`src/pkg/cksd_defines.svh`:
```
// Register offsets, field positions, reset values and timing constants of the clock slice
`ifndef CKSD_DEFINES_SVH
`define CKSD_DEFINES_SVH
// ==========================================
// Register byte offsets inside the 2-Kbyte window
`define CKSD_OFF_DIV 11'h000
`define CKSD_OFF_RCTL 11'h004
`define CKSD_OFF_RFLG 11'h008
`define CKSD_OFF_WCTL 11'h00c
`define CKSD_OFF_WSVC 11'h010
`define CKSD_OFF_BASE 11'h014
// ==========================================
// Field positions
`define CKSD_RCTL_EN 7
`define CKSD_RCTL_HW 6
`define CKSD_RCTL_HD 5
`define CKSD_RCTL_BYP 3
`define CKSD_RFLG_FLAG 7
`define CKSD_WCTL_CME 7
// ==========================================
// Reset values and service codes
`define CKSD_BASE_RST 21'h000000
`define CKSD_SVC_ARM 8'h55
`define CKSD_SVC_DONE 8'haa
// ==========================================
// Divider chain stages: normal chain 2^12, bypassed chain 2^1
`define CKSD_CHAIN_NORM 5'h0c
`define CKSD_CHAIN_BYP 5'h01
`endif

```
`src/pkg/cksd_pkg.sv`:
```
// Types of the clock, periodic interrupt and watchdog slice
package cksd_pkg;
  typedef logic [2:0] cksd_sel_t;
  typedef struct packed {
    cksd_sel_t div_sel;
    logic rti_en;
    logic halt_wait;
    logic halt_dbg;
    logic bypass;
    cksd_sel_t rti_rate;
    logic rti_flag;
    cksd_sel_t wd_rate;
    logic clk_monitor_enable;
    logic hw_lock;
    logic hd_lock;
    logic wd_lock;
    logic wd_armed;
    logic [20:0] base;
    logic [7:0] slow_cnt;
    logic fix_tick;
    logic bus_tick;
    logic [3:0] cpu_clk;
    logic [19:0] rti_cnt;
    logic [23:0] wd_cnt;
    logic rst_req;
    logic irq;
    logic pready;
    logic pslverr;
    logic [31:0] prdata;
  } cksd_state_t;
endpackage : cksd_pkg

```
`src/rtl/cksd_top.sv`:
```
// Clock generation, slow divider, periodic interrupt, watchdog and clock monitor
`timescale 1ns/1ps
`include "cksd_defines.svh"
module cksd_top (
  // Clock and reset
  input wire logic clock,
  input wire logic resetn,
  // APB slave
  input wire logic psel,
  input wire logic penable,
  input wire logic pwrite,
  input wire logic [31:0] paddr,
  input wire logic [31:0] pwdata,
  output logic [31:0] prdata,
  output logic pready,
  output logic pslverr,
  // Operating modes
  input wire logic wait_mode,
  input wire logic debug_mode,
  input wire logic special_mode,
  // RC clock monitor cell, high when no edges seen within its window
  input wire logic rc_no_edge,
  // Clock enables
  output logic bus_clk_en,
  output logic wait_fixed_clk_en,
  output logic [3:0] cpu_clk,
  // Interrupt and reset request
  output logic periodic_irq,
  output logic sys_reset_req
);
  import cksd_pkg::*;

  // ==========================================
  // Reset release
  logic [1:0] rst_sync_q;
  logic rst_n;

  always_ff @(posedge clock or negedge resetn) begin
    if (!resetn) begin
      rst_sync_q <= 2'h0;
    end else begin
      rst_sync_q <= {rst_sync_q[0], 1'b1};
    end
  end
  assign rst_n = rst_sync_q[1];

  // ==========================================
  // State
  cksd_state_t s_q;
  cksd_state_t s_d;

  logic hit;
  logic wr;
  logic [10:0] off;
  logic [7:0] wb;
  logic [8:0] gmask;
  logic [7:0] hmask;
  logic gtick;
  logic run;
  logic [4:0] rexp;
  logic [4:0] wexp;
  logic [19:0] rmask;
  logic [23:0] wmask;

  // Watchdog stage count above the common chain (2^12, or 2^1 when bypassed)
  function automatic logic [4:0] cksd_wd_exp(input cksd_sel_t r);
    logic [4:0] e;
    e = 5'h00;
    unique case (r)
      3'h1: e = 5'h01;
      3'h2: e = 5'h03;
      3'h3: e = 5'h05;
      3'h4: e = 5'h07;
      3'h5: e = 5'h09;
      3'h6: e = 5'h0a;
      3'h7: e = 5'h0b;
      3'h0: e = 5'h00;
    endcase
    return e;
  endfunction : cksd_wd_exp

  always_comb begin
    s_d = s_q;
    s_d.rst_req = 1'b0;
    off = paddr[10:0];
    wb = pwdata[7:0];
    hit = (paddr[31:11] == s_q.base);
    wr = psel && penable && pwrite && s_q.pready && hit;

    // Clock generation: global tick every 2^(sel+1) oscillator cycles in wait
    if (wait_mode && (s_q.div_sel != 3'h0)) begin
      gmask = (9'h002 << s_q.div_sel) - 9'h001;
    end else begin
      gmask = 9'h001;
    end
    hmask = gmask[8:1];
    gtick = ((s_q.slow_cnt & gmask[7:0]) == gmask[7:0]);
    s_d.slow_cnt = s_q.slow_cnt + 8'h01;
    s_d.bus_tick = gtick;
    s_d.fix_tick = s_q.slow_cnt[0];
    // CPU phases step twice per bus period and follow the divided rate
    if ((s_q.slow_cnt & hmask) == hmask) begin
      s_d.cpu_clk = {s_q.cpu_clk[2:0], s_q.cpu_clk[3]};
    end

    // Timers stop in wait or debug when asked to
    run = !(s_q.halt_wait && wait_mode) && !(s_q.halt_dbg && debug_mode);

    // Periodic interrupt timer, clocked by the bus tick
    rexp = (s_q.bypass ? `CKSD_CHAIN_BYP : `CKSD_CHAIN_NORM) + {2'h0, s_q.rti_rate};
    rmask = (20'h00001 << rexp) - 20'h00001;
    if (wr && (off == `CKSD_OFF_RFLG) && wb[`CKSD_RFLG_FLAG]) begin
      s_d.rti_flag = 1'b0;
    end
    if (gtick && run && (s_q.rti_rate != 3'h0)) begin
      s_d.rti_cnt = s_q.rti_cnt + 20'h00001;
      if ((s_q.rti_cnt & rmask) == rmask) begin
        s_d.rti_flag = 1'b1;
      end
    end

    // Watchdog timer
    wexp = (s_q.bypass ? `CKSD_CHAIN_BYP : `CKSD_CHAIN_NORM) + cksd_wd_exp(s_q.wd_rate);
    wmask = (24'h000001 << wexp) - 24'h000001;
    if (gtick && run && (s_q.wd_rate != 3'h0)) begin
      if ((s_q.wd_cnt & wmask) == wmask) begin
        s_d.rst_req = 1'b1;
        s_d.wd_cnt = 24'h000000;
      end else begin
        s_d.wd_cnt = s_q.wd_cnt + 24'h000001;
      end
    end

    // Clock monitor flag from the RC cell is sampled on clock and requests a reset when enabled
    if (s_q.clk_monitor_enable && rc_no_edge) begin
      s_d.rst_req = 1'b1;
    end

    // Register writes
    if (wr) begin
      unique case (off)
        `CKSD_OFF_DIV: s_d.div_sel = wb[2:0];
        `CKSD_OFF_RCTL: begin
          s_d.rti_en = wb[`CKSD_RCTL_EN];
          s_d.rti_rate = wb[2:0];
          if (special_mode || !s_q.hw_lock) begin
            s_d.halt_wait = wb[`CKSD_RCTL_HW];
            s_d.hw_lock = 1'b1;
          end
          if (special_mode || !s_q.hd_lock) begin
            s_d.halt_dbg = wb[`CKSD_RCTL_HD];
            s_d.hd_lock = 1'b1;
          end
          if (special_mode) begin
            s_d.bypass = wb[`CKSD_RCTL_BYP];
          end
        end
        `CKSD_OFF_WCTL: begin
          s_d.clk_monitor_enable = wb[`CKSD_WCTL_CME];
          if (special_mode || !s_q.wd_lock) begin
            s_d.wd_rate = wb[2:0];
            s_d.wd_lock = 1'b1;
            s_d.wd_cnt = 24'h000000;
          end
        end
        `CKSD_OFF_WSVC: begin
          if (wb == `CKSD_SVC_ARM) begin
            s_d.wd_armed = 1'b1;
          end else if (wb == `CKSD_SVC_DONE) begin
            if (s_q.wd_armed) begin
              s_d.wd_cnt = 24'h000000;
            end
            s_d.wd_armed = 1'b0;
          end else begin
            s_d.rst_req = 1'b1;
            s_d.wd_armed = 1'b0;
          end
        end
        `CKSD_OFF_BASE: s_d.base = pwdata[31:11];
        default: begin
        end
      endcase
    end

    s_d.irq = s_d.rti_flag && s_d.rti_en;

    // APB: no wait states, answer registered during setup
    if (psel && !penable) begin
      s_d.pready = 1'b1;
      s_d.pslverr = 1'b0;
      s_d.prdata = 32'h00000000;
      if (!hit) begin
        s_d.pslverr = 1'b1;
      end else begin
        unique case (off)
          `CKSD_OFF_DIV: s_d.prdata = {29'h0, s_q.div_sel};
          `CKSD_OFF_RCTL: s_d.prdata = {24'h0, s_q.rti_en, s_q.halt_wait,
                                        s_q.halt_dbg, 1'b0, s_q.bypass, s_q.rti_rate};
          `CKSD_OFF_RFLG: s_d.prdata = {24'h0, s_q.rti_flag, 7'h00};
          `CKSD_OFF_WCTL: s_d.prdata = {24'h0, s_q.clk_monitor_enable, 4'h0, s_q.wd_rate};
          `CKSD_OFF_WSVC: s_d.prdata = 32'h00000000;
          `CKSD_OFF_BASE: s_d.prdata = {s_q.base, 11'h000};
          default: s_d.pslverr = 1'b1;
        endcase
      end
    end else if (psel && penable && s_q.pready) begin
      s_d.pready = 1'b0;
      s_d.pslverr = 1'b0;
      s_d.prdata = 32'h00000000;
    end
  end

  always_ff @(posedge clock or negedge rst_n) begin
    if (!rst_n) begin
      s_q <= '0;
      s_q.base <= `CKSD_BASE_RST;
      s_q.cpu_clk <= 4'h1;
    end else begin
      s_q <= s_d;
    end
  end

  // ==========================================
  // Outputs
  assign prdata = s_q.prdata;
  assign pready = s_q.pready;
  assign pslverr = s_q.pslverr;
  assign bus_clk_en = s_q.bus_tick;
  assign wait_fixed_clk_en = s_q.fix_tick;
  assign cpu_clk = s_q.cpu_clk;
  assign periodic_irq = s_q.irq;
  assign sys_reset_req = s_q.rst_req;
endmodule : cksd_top

```
`config.mk`:
```
export PLATFORM = sky130hd
export DESIGN_NAME = cksd_top
export DESIGN_NICKNAME = d
export VERILOG_FILES = /design/src/pkg/cksd_pkg.sv /design/src/rtl/cksd_top.sv
export VERILOG_INCLUDE_DIRS = /design/src /design/src/pkg
export SDC_FILE = /design/constraint.sdc
export NUM_CORES = 1
export LEC_CHECK = 0
export ABC_AREA = 1
export BUFFER_PORTS_ARGS = -buffer_cell sky130_fd_sc_hd__clkbuf_2
export CORE_MARGIN = 2
export CORE_UTILIZATION = 40
export CTS_CLUSTER_SIZE = 30
export DETAILED_ROUTE_END_ITERATION = 7
export HOLD_SLACK_MARGIN = 0.12
export PLACE_DENSITY = 0.67
export SYNTH_ARGS = -nofsm -noshare
export SYNTH_HDL_FRONTEND = slang
export SYNTH_SLANG_ARGS = --single-unit
```
`constraint.sdc`:
```
create_clock -name clock -period 6.15 [get_ports clock]
set_clock_uncertainty 0.1 [all_clocks]
set_input_delay 0.9225 -clock clock [delete_from_list [all_inputs] [get_ports clock]]
set_output_delay 0.9225 -clock clock [all_outputs]
set_load 0.02 [all_outputs]
```
* Yosys cells after proc, flatten, opt, wreduce, memory -nomap -nowiden
Memory sizes are Yosys's and may differ from the RTL's. Index checks and enable logic that the tools add are counted.
Storage, ports and cells: register bits after elaboration 136, memory bits (read-only) 32, bits of input ports 73, output and inout port bits 42, word-level logic and storage cells 124, memories 1
Memories:
- (no name shown) | depth 8, width 4, read ports 1, clocked after Yosys merged registers in 0, write ports 0, RTL line cksd_top.sv:69 | unique case (r)
Operators by class: add/sub/neg operators 8, eq/ne operators 12, shifts and indexed selects 3, multiplexer cells 29, bitwise logic cells 4, reductions and logical operators 41
Operator list (number):
- 32-bit case mux with 5 select lines | 1
- 24-bit two-way mux | 4
- 25-bit two-way mux | 3
- 34-bit two-way mux | 2
- 24-bit case mux with 2 select lines | 1
- 32-bit two-way mux | 1
- 24-bit by 1-bit adder with 24-bit output (second input constant) | 1
- 24-bit AND | 1
- 24-bit == test | 1
- 1-bit by 5-bit << shifter with 24-bit output (first input constant) | 1
- 24-bit by 1-bit subtractor with 24-bit output (second input constant) | 1
- 11-bit by 4-bit == test with 1-bit output (second input constant) | 2
- 11-bit by 5-bit == test with 1-bit output (second input constant) | 2
- 21-bit == test | 1
- 20-bit by 1-bit adder with 20-bit output (second input constant) | 1
- 20-bit AND | 1
- 20-bit == test | 1
- 1-bit by 5-bit << shifter with 20-bit output (first input constant) | 1
- 20-bit by 1-bit subtractor with 20-bit output (second input constant) | 1
- 1-bit logical AND | 17
- 8-bit AND | 2
- 8-bit == test | 2
- 7-bit two-way mux | 2
- 1-bit two-way mux | 13
- 18 further kinds | 34

* Longest topological paths before layout
depth after elaboration 13, mapped depth 27, depth with buffers taken out 25

* Least setup slack after synthesis
No wires, ideal clock.
path kind flip-flop to flip-flop, start register s_q[120] (netlist name), end register s_q[51] (netlist name), library setup time 0.113 ns, arrival time 3.008 ns, data required time 5.937 ns, path slack 2.929 ns, stages on the path, launching flop included 26, path buffers 2, clock period less this slack 3.221 ns, cells stage by stage dfrtp_1 > nor3_1 > inv_1 > o21ai_0 > inv_1 > ha_1 > ha_1 > nand3_1 > nand2_1 > buf_4 > nor2_1 > nand2_1 > ha_1 > or2_2 > nand2_1 > nor2_1 > nand3_1 > nor2_1 > nand2_1 > nor2_1 > nand2_1 > nor2_2 > nand3_4 > buf_6 > nand2_1 > inv_1
RTL lines:
- start, declared | RTL line cksd_top.sv:49 | cksd_state_t s_q;

==> results by stage <==
Routing:
- In the final routed layout, each cell accounts on average for 13.2 um.
- Summing over every cut layer, the via total after detailed routing is 7841.
- The DRC violation count after routing is 0.
- The number of routed nets with antenna violations is 0.
- The average vias per placed instance is 4.91.
- The detailed router finished its first iteration with 424 violations.
- The first-pass detailed-route iteration total is 5.
- For this block, the routed nets add up to 21.0 mm of wire.

CTS:
- The post-CTS resize count is 0.
- The clock passes through at most 2 buffers.
- The H-tree was split into 4 levels.
- The clock root buffer is sky130_fd_sc_hd__clkbuf_16.
- In this run the post-CTS setup repair buffer count came out at 0.
- In this run, CTS created clock tree buffers numbering 17.
- The clock tree from TritonCTS is built.
- The tree built by TritonCTS fans out to 132 sinks.
- At the later pin of the worst-skew pair, clock insertion delay measures 0.44 ns.
- After clock tree synthesis, the flow added hold-fix buffers numbering 0.
- The clock slew at the register clock pins of the worst setup and hold paths is 0.07 ns.

Critical path:
- The startpoint type of the worst setup path is a register.
- The most critical setup path has its startpoint at s_q[120].
- The critical path goes through nor3_1 > inv_1 > o21ai_0 > inv_1 > ha_1 > ha_1 > nand3_1 > nand2_1 > nor2_1 > nand2_1 > ha_1 > nand2_1 > inv_1 > o21ai_0 > nand3_1 > nor2_1 > nand2_1 > nor2_1 > nand2_1 > nor2_2 > nand3_4 > nand2_1 > inv_1.
- The critical path capture point type is a register.
- On the critical path, the stage with the largest delay is an instance of sky130_fd_sc_hd__dfrtp_1.
- In this run the worst setup path terminates at s_q[38].
- The terminus of the critical flop-to-flop path is s_q[38].
- In this run the critical register-to-register path is launched from s_q[120].
- On the worst path, the slowest cell contributes a delay of 0.43 ns.
- Among the stages of the critical path, the cell type that occurs most often is sky130_fd_sc_hd__nand2_1.
- Of all nets on the critical path, the largest fanout is 25.
- By startpoint and endpoint, the worst setup path is classified as register to register.
- The setup slack of the worst register-to-register path is 2.27 ns.
- At the worst endpoint, the required time is 6.37 ns.
- Data on the critical path arrives at its endpoint at 4.10 ns.
- Measured in cells, the most critical reg-to-reg path has a length of 23.

Yosys:
- The synthesis-stage register bit count is 132.
- Yosys mapped a number of flops with a built-in enable equal to 0.
- The sequential-to-total area share from yosys stat is 0.385.
- The per-instance average area after synthesis is 6.97 um^2.
- The mapped netlist covers 8580 um^2.
- The leading register cell type out of synthesis is sky130_fd_sc_hd__dfrtp_1.
- The async set-reset flop share out of synthesis is 1.00.
- The Yosys step of the flow raised 0 warnings.
- The number of library cell types mapped by synthesis is 47.
- The post-synthesis cell count is 1232.

STA:
- Counting I/O delays and the setup requirement, the final critical path takes 3.88 ns.
- Based on the critical path, the design can be clocked at up to 0.258 GHz.
- The worst hold margin is 0.161 ns.
- The max-slew violation total from the final report came to 0.
- Dividing the final minimum period by the clock period gives 0.631.
- The aggregate negative setup slack is 0 ns.
- The final hold violation count is 0.
- The worst pin sits at a relative slew slack of 0.230.
- Setup repair after global routing left no endpoint under its margin.
- The number of failing setup endpoints in the final timing report is 0.
- The slew at the pin closest to its max-slew limit is 1.15 ns.

Floorplanning:
- The top-level port count is 115.
- The die covers 22600 um^2.
- Measured along the x axis, the die boundary spans 150 um.
- After floorplanning, the core was sized to cover 21000 um^2.
- For this configuration, the core starts out at a cell density of 0.408.
- The floorplan has 53 rows.
- The die is 150 um tall.

Pwr:
- The logic gate share of total power is 0.050.
- The share of total power in sequential cells is 0.441.
- The internal power summed over all cells is 1.52 mW.
- The proportion of total power due to net switching is 0.269.
- The switching power total is 0.556 mW.
- The proportion of power drawn by the clock network is 0.509.
- The worst-case IR drop observed on VDD is 0.176 mV.
- Power spread over the standard cell area amounts to 213 nW/um^2.
- The leakage component of the power is 5.47 nW.

Final layout:
- The number of filler instances in the final layout is 2104.
- The relative area change from synthesis to final layout is 13.3%.
- The diode insertion count for antenna repair is 0.
- For this run, the post-layout net count is 1395.
- The fraction of layout instances using a drive strength above 1 is 0.134.

GRT:
- The final global-route overflow total is 0.
- The first global-routing pass estimated 35.0 mm of wire.
- The via count of the first global-routing pass is 7325.
- The initial antenna violation count was 0.
- The total global routing track utilization is 0.193.
- The pin count of the biggest net entering global routing is 67.

Job:
- The tool flagged a number of max-cap violations equal to 0.

Place:
- The half-perimeter wire length after detailed placement is 15.9 mm.
- Port buffering added 107 buffers.
- The last weighted congestion value of the routability-driven placer is 0.902.

Run status:
- The run finished with clean final reports.

Worst hold path:
- The worst hold path belongs to the class primary input to async pin.
## cell families (layout without fill, tap and decap cells)
group,Yosys count,in the layout,share of synthesized area
AO/OA/AOI/OAI,143,143,0.0905
XOR/XNOR,42,42,0.0437
adder cells (fa/ha/maj),14,14,0.0204
buffers and inverters,273,359,0.139
flip-flops,132,132,0.385
multiplexers,1,1,0.00131
other,2,5,0.000875
AND/OR/NAND/NOR,625,625,0.319
## power groups by stage
stage	registers (mW)	logic, mW	clock network [mW]
global route	0.918	0.118	1.11
global placement	0.930	0.103	0
detailed placement	0.931	0.104	0
floorplan	0.932	0.0566	0
CTS	0.915	0.105	1.07
finish	0.914	0.104	1.05
## cells in the final DEF (no fill, tap or decap), types with 3 or more instances in the layout
master / count
sky130_fd_sc_hd__a21oi_1: 53
sky130_fd_sc_hd__dfrtp_1: 130
sky130_fd_sc_hd__clkbuf_2: 107
sky130_fd_sc_hd__o31ai_1: 4
sky130_fd_sc_hd__o21ai_0: 67
sky130_fd_sc_hd__inv_8: 7
sky130_fd_sc_hd__nand3_1: 115
sky130_fd_sc_hd__xnor2_1: 14
sky130_fd_sc_hd__inv_1: 214
sky130_fd_sc_hd__nor3_1: 35
sky130_fd_sc_hd__clkbuf_16: 17
sky130_fd_sc_hd__inv_2: 4
sky130_fd_sc_hd__inv_6: 3
sky130_fd_sc_hd__xor2_1: 27
sky130_fd_sc_hd__nand3b_1: 3
sky130_fd_sc_hd__nor2_1: 162
sky130_fd_sc_hd__ha_1: 14
sky130_fd_sc_hd__nand4_1: 22
sky130_fd_sc_hd__nand2_1: 249
sky130_fd_sc_hd__conb_1: 5
sky130_fd_sc_hd__nand2_2: 9
sky130_fd_sc_hd__nor2_2: 5
sky130_fd_sc_hd__nor4_1: 11
sky130_fd_sc_hd__o21ai_1: 3
sky130_fd_sc_hd__or2_2: 4
## worst max-delay path, delay by kind of cell (launching register included)
family,cells,cell delay [ns]
buffers and inverters,4,0.24
AND/OR/NAND/NOR,14,2.10
adder cells (fa/ha/maj),3,0.65
flip-flops,1,0.43
AO/OA/AOI/OAI,2,0.22
## state kept, by name, indices dropped and copies added (netlist names)
register,count
periodic_irq,1
pslverr,1
cpu_clk,4
rst_sync_q,2
sys_reset_req,1
pready,1
s_q,91
s_d,1
wait_fixed_clk_en,1
prdata,28
bus_clk_en,1
## how the worst min path moves through the flow
stage	startpoint	depth (start not counted)	end	slack, ns
2_1_floorplan	rst_sync_q[0]	0	rst_sync_q[1]	0.23
3_3_place_gp	rst_sync_q[0]	0	rst_sync_q[1]	0.24
3_5_place_dp	rst_sync_q[0]	0	rst_sync_q[1]	0.24
4_1_cts	resetn	1	rst_sync_q[0]	0.15
5_1_grt	resetn	1	rst_sync_q[0]	0.15
6_report	resetn	1	rst_sync_q[0]	0.16
## Yosys cell counts (3+ instances only)
master,count,area [um^2]
sky130_fd_sc_hd__o21ai_0,67,335
sky130_fd_sc_hd__dfrtp_1,131,3280
sky130_fd_sc_hd__nand3b_1,3,22.5
sky130_fd_sc_hd__o31ai_1,4,30.0
sky130_fd_sc_hd__nor2_1,162,608
sky130_fd_sc_hd__nand2_2,9,56.3
sky130_fd_sc_hd__nor3_1,35,175
sky130_fd_sc_hd__or2_2,4,25.0
sky130_fd_sc_hd__nand4_1,22,138
sky130_fd_sc_hd__clkbuf_1,12,45.0
sky130_fd_sc_hd__nor2_2,5,31.3
sky130_fd_sc_hd__nor4_1,11,68.8
sky130_fd_sc_hd__a21oi_1,53,265
sky130_fd_sc_hd__o21ai_1,3,15.0
sky130_fd_sc_hd__buf_4,37,278
sky130_fd_sc_hd__nand3_1,115,576
sky130_fd_sc_hd__inv_2,4,15.0
sky130_fd_sc_hd__ha_1,14,175
sky130_fd_sc_hd__xnor2_1,14,123
sky130_fd_sc_hd__nand2_1,249,935
sky130_fd_sc_hd__buf_6,4,45.0
sky130_fd_sc_hd__inv_1,214,803
sky130_fd_sc_hd__xor2_1,27,236
## through the flow
| step | std cells | util | area (um^2) | setup slack (ns) | power [mW] |
|---|---|---|---|---|---|
| finish | 1596 | 0.463 | 9720 | 2.27 | 2.07 |
| global route | 1596 | 0.463 | 9720 | 1.85 | 2.14 |
| CTS | 1596 | 0.463 | 9720 | 2.27 | 2.09 |
| detailed placement | 1564 | 0.434 | 9110 | 2.27 | 1.04 |
| global placement | 1564 | 0.434 | 9110 | 2.34 | 1.03 |
| floorplan | 1235 | - | 8590 | 2.10 | 0.988 |
## final cells by class
type | count | area (um^2) | area share
well taps | 275 | 344 | 0.0354
clock buffers | 17 | 425 | 0.0438
multi-input cells | 830 | 4090 | 0.421
flip-flops and latches | 132 | 3310 | 0.340
repair buffers | 109 | 551 | 0.0566
clock inverters | 15 | 184 | 0.0189
inverters | 218 | 818 | 0.0842
## layer usage
layer / wire length, um / vias to the layer above / global-route usage / share of wire
li1: - / 4022 / - / -
met1: 9490 / 3617 / 0.250 / 0.45
met2: 10000 / 183 / 0.316 / 0.48
met3: 1300 / 19 / 0.0545 / 0.062
met4: 253 / 0 / 0.0528 / 0.012
met5: 0 / - / 0 / 0
No activity file was read; power rests on OpenSTA's default activity.
